`config.mk`:
```
export PLATFORM = sky130hd
export DESIGN_NAME = vector_place
export DESIGN_NICKNAME = d
export VERILOG_FILES = /design/src/vector_place_pkg.sv /design/src/vector_place.sv
export SDC_FILE = /design/constraint.sdc
export NUM_CORES = 1
export LEC_CHECK = 0
export ABC_AREA = 1
export BUFFER_PORTS_ARGS = -buffer_cell sky130_fd_sc_hd__clkbuf_2
export CORE_UTILIZATION = 45
export CTS_CLUSTER_DIAMETER = 50
export DETAILED_ROUTE_END_ITERATION = 7
export GPL_ROUTABILITY_DRIVEN = 0
export PLACE_DENSITY = 0.79
export SLEW_MARGIN = 25
export SYNTH_ARGS = -nofsm -noshare
export SYNTH_HDL_FRONTEND = slang
export SYNTH_SLANG_ARGS = --single-unit
```
`constraint.sdc`:
```
create_clock -name REF_CLK -period 2.25 [get_ports REF_CLK]
set_clock_uncertainty 0.2 [all_clocks]
set_input_delay 0.225 -clock REF_CLK [delete_from_list [all_inputs] [get_ports REF_CLK]]
set_output_delay 0.225 -clock REF_CLK [all_outputs]
set_load 0.05 [all_outputs]
```
`src/vector_place_pkg.sv`:
```
// Constants and carrier types for reset and interrupt vector placement.
// Assumes a single synchronous clock domain shared with the core fetch logic.
package vector_place_pkg;
	// ----------------------------------------------------------------
	// Table geometry
	// ----------------------------------------------------------------
	localparam int          NUM_VECTORS     = 21;
	localparam int          NUM_IRQ         = 20;
	localparam int          ADDR_W          = 16;
	localparam logic [15:0] RESET_VEC_ADDR  = 16'h0000;
	localparam logic [15:0] IRQ_TABLE_START = 16'h0002;
	localparam logic [15:0] IRQ_TABLE_LAST  = 16'h0028;
	localparam logic [15:0] VECTOR_STRIDE   = 16'h0002;
	localparam logic [15:0] BOOT_BASE_DEF   = 16'h1C00;
	// ----------------------------------------------------------------
	// Fuse and control encodings
	// ----------------------------------------------------------------
	localparam logic        FUSE_PROGRAMMED = 1'b0;
	localparam logic        SELECT_RESET    = 1'b0;
	localparam int          CHANGE_WINDOW   = 4;
	localparam logic [2:0]  WINDOW_RESET    = 3'h0;

	typedef struct packed {
		logic        valid;
		logic [4:0]  number;
		logic [15:0] addr;
	} vector_req_t;

	typedef enum logic [1:0] {
		ST_LOCKED = 2'b01,
		ST_OPEN   = 2'b10
	} change_state_t;
endpackage

```
`src/vector_place.sv`:
```
// Reset and interrupt vector address generator for the core fetch unit.
// Assumes fuse and boot base are stable, control writes come from the core.
`timescale 1ns/1ns
module vector_place #(
	parameter logic [15:0] BOOT_BASE = vector_place_pkg::BOOT_BASE_DEF
) (
	input  wire logic                          REF_CLK,
	input  wire logic                          NRST,
	input  wire logic                          BOOT_RESET_FUSE,
	input  wire logic [vector_place_pkg::NUM_IRQ-1:0] IRQ_PENDING,
	input  wire logic                          IRQ_GLOBAL_EN,
	input  wire logic                          IRQ_ACK,
	input  wire logic                          CTRL_WRITE,
	input  wire logic                          VECTOR_SELECT_IN,
	input  wire logic                          VECTOR_CHANGE_ENABLE_IN,
	output logic [15:0]                        RESET_ADDR,
	output logic                               VECTOR_SELECT,
	output logic                               VECTOR_CHANGE_ENABLE,
	output logic                               IRQ_BLOCKED,
	output logic                               IRQ_REQ,
	output logic [4:0]                         IRQ_NUMBER,
	output logic [15:0]                        IRQ_ADDR
);
	// Odd or too high a base would split a vector pair or wrap the table
	if (BOOT_BASE[0] != 1'b0 || BOOT_BASE > 16'hFFD6) begin : g_bad_base
		$error("BOOT_BASE must be even and leave room for the table");
	end

	// ----------------------------------------------------------------
	// Vector select change window
	// ----------------------------------------------------------------
	vector_place_pkg::change_state_t state;
	logic [2:0]                      window;
	logic                            sel;
	logic                            open_req;
	logic                            sel_write;

	assign open_req  = CTRL_WRITE && VECTOR_CHANGE_ENABLE_IN;
	assign sel_write = CTRL_WRITE && !VECTOR_CHANGE_ENABLE_IN && state == vector_place_pkg::ST_OPEN;

	always_ff @(posedge REF_CLK) begin
		if (!NRST) begin
			state  <= vector_place_pkg::ST_LOCKED;
			window <= vector_place_pkg::WINDOW_RESET;
		end else begin
			unique case (state)
				vector_place_pkg::ST_LOCKED: begin
					if (open_req) begin
						state  <= vector_place_pkg::ST_OPEN;
						window <= 3'(vector_place_pkg::CHANGE_WINDOW - 1);
					end
				end
				vector_place_pkg::ST_OPEN: begin
					if (open_req)
						window <= 3'(vector_place_pkg::CHANGE_WINDOW - 1);
					else if (sel_write || window == 3'h0)
						state <= vector_place_pkg::ST_LOCKED;
					else
						window <= window - 3'h1;
				end
				default: state <= vector_place_pkg::ST_LOCKED;
			endcase
		end
	end

	always_ff @(posedge REF_CLK) begin
		if (!NRST)
			sel <= vector_place_pkg::SELECT_RESET;
		else if (sel_write)
			sel <= VECTOR_SELECT_IN;
	end

	assign VECTOR_SELECT        = sel;
	assign VECTOR_CHANGE_ENABLE = (state == vector_place_pkg::ST_OPEN);
	// Interrupts held off while the table may be moving
	assign IRQ_BLOCKED          = (state == vector_place_pkg::ST_OPEN);

	// ----------------------------------------------------------------
	// Reset target
	// ----------------------------------------------------------------
	// fuse decode
	always_ff @(posedge REF_CLK) begin
		if (!NRST)
			RESET_ADDR <= (BOOT_RESET_FUSE == vector_place_pkg::FUSE_PROGRAMMED)
				? BOOT_BASE : vector_place_pkg::RESET_VEC_ADDR;
	end

	// ----------------------------------------------------------------
	// Interrupt selection
	// ----------------------------------------------------------------
	logic        any_pend;
	logic [4:0]  win_idx;
	logic [15:0] table_addr;
	logic [15:0] next_addr;

	always_comb begin
		any_pend = 1'b0;
		win_idx  = 5'h00;
		for (int i = vector_place_pkg::NUM_IRQ - 1; i >= 0; i--) begin
			if (IRQ_PENDING[i]) begin
				any_pend = 1'b1;
				win_idx  = 5'(i);
			end
		end
	end

	always_comb begin
		table_addr = vector_place_pkg::IRQ_TABLE_START
			+ 16'(win_idx) * vector_place_pkg::VECTOR_STRIDE;
		next_addr  = sel ? 16'(BOOT_BASE + table_addr) : table_addr;
	end

	always_ff @(posedge REF_CLK) begin
		if (!NRST) begin
			IRQ_REQ    <= 1'b0;
			IRQ_NUMBER <= 5'h00;
			IRQ_ADDR   <= 16'h0000;
		end else if (!IRQ_REQ || IRQ_ACK) begin
			IRQ_REQ    <= any_pend && IRQ_GLOBAL_EN && !IRQ_BLOCKED && !IRQ_ACK;
			IRQ_NUMBER <= 5'(win_idx + 5'h02);
			IRQ_ADDR   <= next_addr;
		end
	end
endmodule

```
# Word-level counts from Yosys, hierarchy flattened
# Cells that the tools add are included.
[word_totals]
register_bits = 44
word_cells = 83
[op_classes]
n_addsub = 4
eq_ne = 6
mux = 50
reduce_logical = 16
[ops]
columns = ["op", "n"]
rows = [
  ["5-bit 2-to-1 mux", 20],
  ["1-bit 2-to-1 mux", 20],
  ["13-bit by 7-bit adder with 14-bit output (first input constant)", 1],
  ["14-bit 2-to-1 mux", 1],
  ["13-bit 2-to-1 mux", 1],
  ["3-bit 2-to-1 mux", 3],
  ["2-bit by 6-bit adder with 7-bit output (first input constant)", 1],
  ["1-bit logical AND", 6],
  ["2-bit 2-to-1 mux", 3],
  ["3-bit case mux with 2 select lines", 1],
  ["3-bit AND reduction", 2],
  ["5-bit by 2-bit adder with 5-bit output (second input constant)", 1],
  ["1-bit logical NOT", 4],
  ["2-bit != test (second input constant)", 2],
  ["2-bit case mux with 2 select lines", 1],
  ["3-bit logical NOT", 1],
  ["3-bit != test (second input constant)", 1],
  ["3-bit by 1-bit subtractor with 3-bit output (second input constant)", 1],
  ["2-bit by 1-bit == test with 1-bit output (second input constant)", 1],
  ["2-bit == test (second input constant)", 1],
  ["1-bit logical OR", 2],
  ["2-bit by 1-bit != test with 1-bit output (second input constant)", 1],
  ["2-bit nonzero test", 1],
]

# Longest topological paths before layout
[depth]
depth_word = 23
depth_mapped = 26
depth_no_buf = 26

# Least setup slack after synthesis
# No wires, ideal clock.
[synth_timing]
kind = "reg2reg"
from = "register state[0]"
to = "register window[2]"
setup_ps = 115
arrival_ps = 1696
slack_ps = 240
path_stages_with_launch = 11
period_less_slack_ps = 2010
path_cell_list = "dfxtp_1 -> inv_1 -> ha_1 -> inv_1 -> nor2_1 -> inv_1 -> o21ai_1 -> inv_2 -> nand2_1 -> a221oi_1 -> o21a_1"
[synth_between]
elab_chain_cells = 5
[synth_rtl]
columns = ["element", "line_no", "rtl"]
rows = [
  ["from (decl)", "vector_place.sv:32", "vector_place_pkg::change_state_t state;"],
  ["from (signal assigned)", "vector_place.sv:43", "state <= vector_place_pkg::ST_LOCKED;"],
  ["from (signal assigned)", "vector_place.sv:49", "state <= vector_place_pkg::ST_OPEN;"],
  ["from (signal assigned)", "vector_place.sv:57", "state <= vector_place_pkg::ST_LOCKED;"],
  ["2-bit == test (*)", "n/a", ""],
  ["net IRQ_BLOCKED", "vector_place.sv:19", "output logic IRQ_BLOCKED,"],
  ["1-bit logical AND", "vector_place.sv:39", "assign sel_write = CTRL_WRITE && !VECTOR_CHANGE_ENABLE_IN && state == vector_place_pkg::ST_OPEN;"],
  ["1-bit logical OR", "vector_place.sv:56", "else if (sel_write || window == 3'h0)"],
  ["3-bit != test (no source line)", "n/a", ""],
  ["3-bit AND reduction (no source line)", "n/a", ""],
  ["to (signal assigned)", "vector_place.sv:44", "window <= vector_place_pkg::WINDOW_RESET;"],
  ["to (signal assigned)", "vector_place.sv:55", "window <= 3'(vector_place_pkg::CHANGE_WINDOW - 1);"],
  ["to (signal assigned)", "vector_place.sv:59", "window <= window - 3'h1;"],
  ["to (decl)", "vector_place.sv:33", "logic [2:0] window;"],
]
# Mark *: on every way through the listed nets, which the timed path passes. The rest lies on a longest branch.
# A chain may end at the register's enable or synchronous reset.

# Final worst setup path
[layout_timing]
from = "register state[0]"
to = "register window[2]"
[layout_between]
elab_chain_cells = 5
[layout_rtl]
columns = ["element", "line_no"]
rows = [
  ["2-bit == test", "vector_place.sv:39, vector_place.sv:46"],
  ["1-bit logical AND", "vector_place.sv:39"],
  ["1-bit logical OR", "vector_place.sv:56"],
  ["3-bit != test (no source line)", "n/a"],
  ["3-bit AND reduction (no source line)", "n/a"],
]
# Parallel ways exist; a longest one is shown, timed or not.

==> impl_metrics.py <==
metrics = {
    "status": {
        "status": "finished with violations",
        "failed_checks": "DRC",
    },
    "sta": {
        "rsz0062_at_grt": "false",
        "timing.final.ws_setup_ns": 0.3228,
        "setup_viol": 0,
        "maxSlewViolCount": 0,
        "fin_tns_setup_ns": 0,
        "timing.final.crit_share": 0.8566,
        "hold_viol_final": 0,
        "min_period_ns": 1.927,
        "clock.fmax_mhz": 518.9,
    },
    "logic_synthesis": {
        "synth_area_leaders": "dfxtp_1 (27%), buf_4 (13%), nand2_1 (12%), inv_1 (8.8%), ha_1 (5.4%)",
        "yosysTopAreaCell": "dfxtp_1",
        "synthDistinctLibCells": 33,
        "avgSynthCellArea_um2": 6.604,
        "synthAdderAreaFrac": 0.05362,
        "ys_ff_latch": 20,
        "ys_seq_area_frac": 0.2931,
        "yosys.area.top_type_share": 0.2717,
        "ys_warn_count": 0,
        "syn_inst": 212,
        "synth-xor-area-share": 0.006256,
        "synth_top_family_by_area": "buffers and inverters",
        "synth-simple-area-share": 0.2601,
        "synthMuxAreaShare": 0,
        "syn_area_mm2": 0.001400,
        "synth_compound_area_frac": 0.1197,
    },
    "worst_setup_path": {
        "crit_chain": "inv_1, ha_1, nand2_1, nor2_1, a21oi_1, o21ai_1, inv_2, nand2_1, a221oi_1, o21a_1",
        "reg2regPathDepth": 10,
        "r2r_setup_slack_ns": 0.32,
        "cp.required_ns": 2.29,
        "r2r_end": "window[2]",
        "critPathArrivalTime_ns": 1.97,
        "crit_top_cell": "nand2_1",
        "slowest_stage": "dfxtp_1",
        "slowest_delay_ns": 0.38,
        "r2r-start": "state[0]",
        "setup.worst_path.end_class": "flip-flop",
        "startpoint": "state[0]",
        "start_kind": "flip-flop",
        "path_class": "reg -> reg",
        "crit_path_max_fanout": 5,
    },
    "drt": {
        "drc": 4,
        "ant_nets": 0,
        "wl_mm": 2.721,
        "drt_iter0_markers": 27,
        "vias_per_cell": 4.514,
        "avgRoutedWirePerCell_um": 9.318,
        "first_pass_iters": 8,
        "vias": 1318,
    },
    "worst_hold_path": {
        "worstHoldStart": "VECTOR_CHANGE_ENABLE_IN",
        "min_to": "VECTOR_SELECT",
        "holdPathStages": 3,
        "hold_path.class": "in -> reg",
    },
    "floorplanning": {
        "die_w_um": 57.78,
        "start_util": 0.4908,
        "io-pin-count": 69,
        "die_h_um": 57.78,
        "die-area_mm2": 0.003339,
        "rows": 19,
        "core_mm2": 0.002853,
    },
    "pwr": {
        "power_uw": 1093,
        "power_leakage_uw": 0.0009444,
        "powerDensity_mw_per_mm2": 671.4,
        "ir_worst_vdd_mv": 0.4717,
    },
    "placed_design": {
        "dp_hpwl_mm": 2.185,
        "place_inst": 284,
        "pre_cts_slack_ns": 0.06501,
        "numPortBuffers": 48,
    },
    "clock_network": {
        "clock_sinks": 20,
        "clk_pin_slew_ns": 0.11,
        "tritoncts": "done",
        "cts.repair.resized": 0,
        "numCtsBuffers": 3,
        "insertion_delay_ns": 0.30,
        "cts_root_buffer": "clkbuf_4",
        "clockBufferDepth": 2,
        "ctsHtreeMaxLevel": 1,
    },
    "final_layout": {
        "final_nets": 296,
        "area_growth_pct": 16.26,
        "layout_common_cells": "clkbuf_2 (48), nand2_1 (43), inv_1 (33)",
        "final_common_cell": "clkbuf_2",
        "diodes": 0,
        "fin_cells": 292,
        "drive_gt1_frac": 0.2682,
    },
    "grt": {
        "grtUsageTotal": 0.1742,
        "antenna_found_initial": 0,
        "grt_start_max_net_pins": 15,
        "grt_pass1_wl_mm": 4.588,
        "grt_pass1_vias": 1153,
        "overflow": 0,
    },
    "flow_run": {
        "drv_cap": 0,
    },
}
==> state kept, by name, indices dropped and copies added (netlist names) <==
register and count:
window 3, state 2, IRQ_NUMBER 5, RESET_ADDR 1, VECTOR_SELECT 1, IRQ_ADDR 7, IRQ_REQ 1
==> kinds of logic (layout without fill, tap and decap cells) <==
logic type,count (synthesis),count (layout)
AO/OA/AOI/OAI,27,27
buffers and inverters,73,103
flip-flops,20,20
adder cells (fa/ha/maj),6,6
other,1,20
AND/OR/NAND/NOR,84,84
XOR/XNOR,1,1
==> through the flow <==
stage,instance area [um^2],utilization,hold WS [ns]
2_1_floorplan,1471,-,0.1565
3_3_place_gp,1562,0.5474,0.2237
3_5_place_dp,1562,0.5474,0.2292
4_1_cts,1628,0.5706,0.003181
5_1_grt,1628,0.5706,0.03402
6_report,1628,0.5706,0.01222
==> worst max path at each step <==
stage,to,cells after the start,slack [ns]
after floorplan,window[2],10,0.24
after global placement,IRQ_ADDR[3],26,0.12
after detailed placement,IRQ_ADDR[3],26,0.07
after CTS,window[2],10,0.34
after global routing,window[2],10,0.18
final,window[2],10,0.32
==> cells in the mapped netlist <==
library cell	number
xor2_1	1
a21oi_2	1
inv_2	11
o21a_1	1
o21bai_1	1
ha_1	6
a221oi_1	1
conb_1	1
o211ai_1	4
clkbuf_1	1
a311oi_1	2
o21ai_0	2
o21ai_1	6
nand3_2	1
edfxtp_1	1
nand4_1	2
nor4_1	1
nand2_1	43
clkinv_2	1
nor3_1	4
dfxtp_1	19
a31oi_1	2
nor2_1	18
nand3_1	11
nand2_2	1
clkinv_1	1
a21oi_1	7
buf_2	1
buf_4	25
or2_2	1
nor2_2	1
inv_1	33
nor4_2	1
==> repair_timing <==
action / in CTS / in global routing
hold endpoints to repair: 3 / 0
setup buffers: 0 / 0
hold buffers: 4 / 0
==> area by class of cell <==
| class | instances | area, um^2 |
|---|---|---|
| Clock buffer | 4 | 26.28 |
| Fill cell | 291 | 1225 |
| Inverter | 46 | 173.9 |
| Multi-Input combinational cell | 138 | 690.7 |
| Sequential cell | 20 | 410.4 |
| Tap cell | 31 | 38.79 |
| Timing Repair Buffer | 53 | 287.8 |
==> critical path: cells and delay by family, from the launching register on <==
kind	cells	cell delay, ns
adder cells (fa/ha/maj)	1	0.25
AO/OA/AOI/OAI	4	0.65
buffers and inverters	2	0.14
AND/OR/NAND/NOR	3	0.22
flip-flops	1	0.38
==> where the power goes <==
part           internal (uW)  switching, uW  total [uW]
logic                    140            344         484
clock network           69.1            103         172
registers                407           29.5         437
==> routing by layer <==
metal	vias up	track usage	wire (um)
met3	4	0.04241	172
li1	715	-	-
met2	54	0.3023	1235
met5	-	0	0
met4	0	0.05442	35
met1	545	0.2130	1277
No activity file was read; power rests on OpenSTA's default activity.
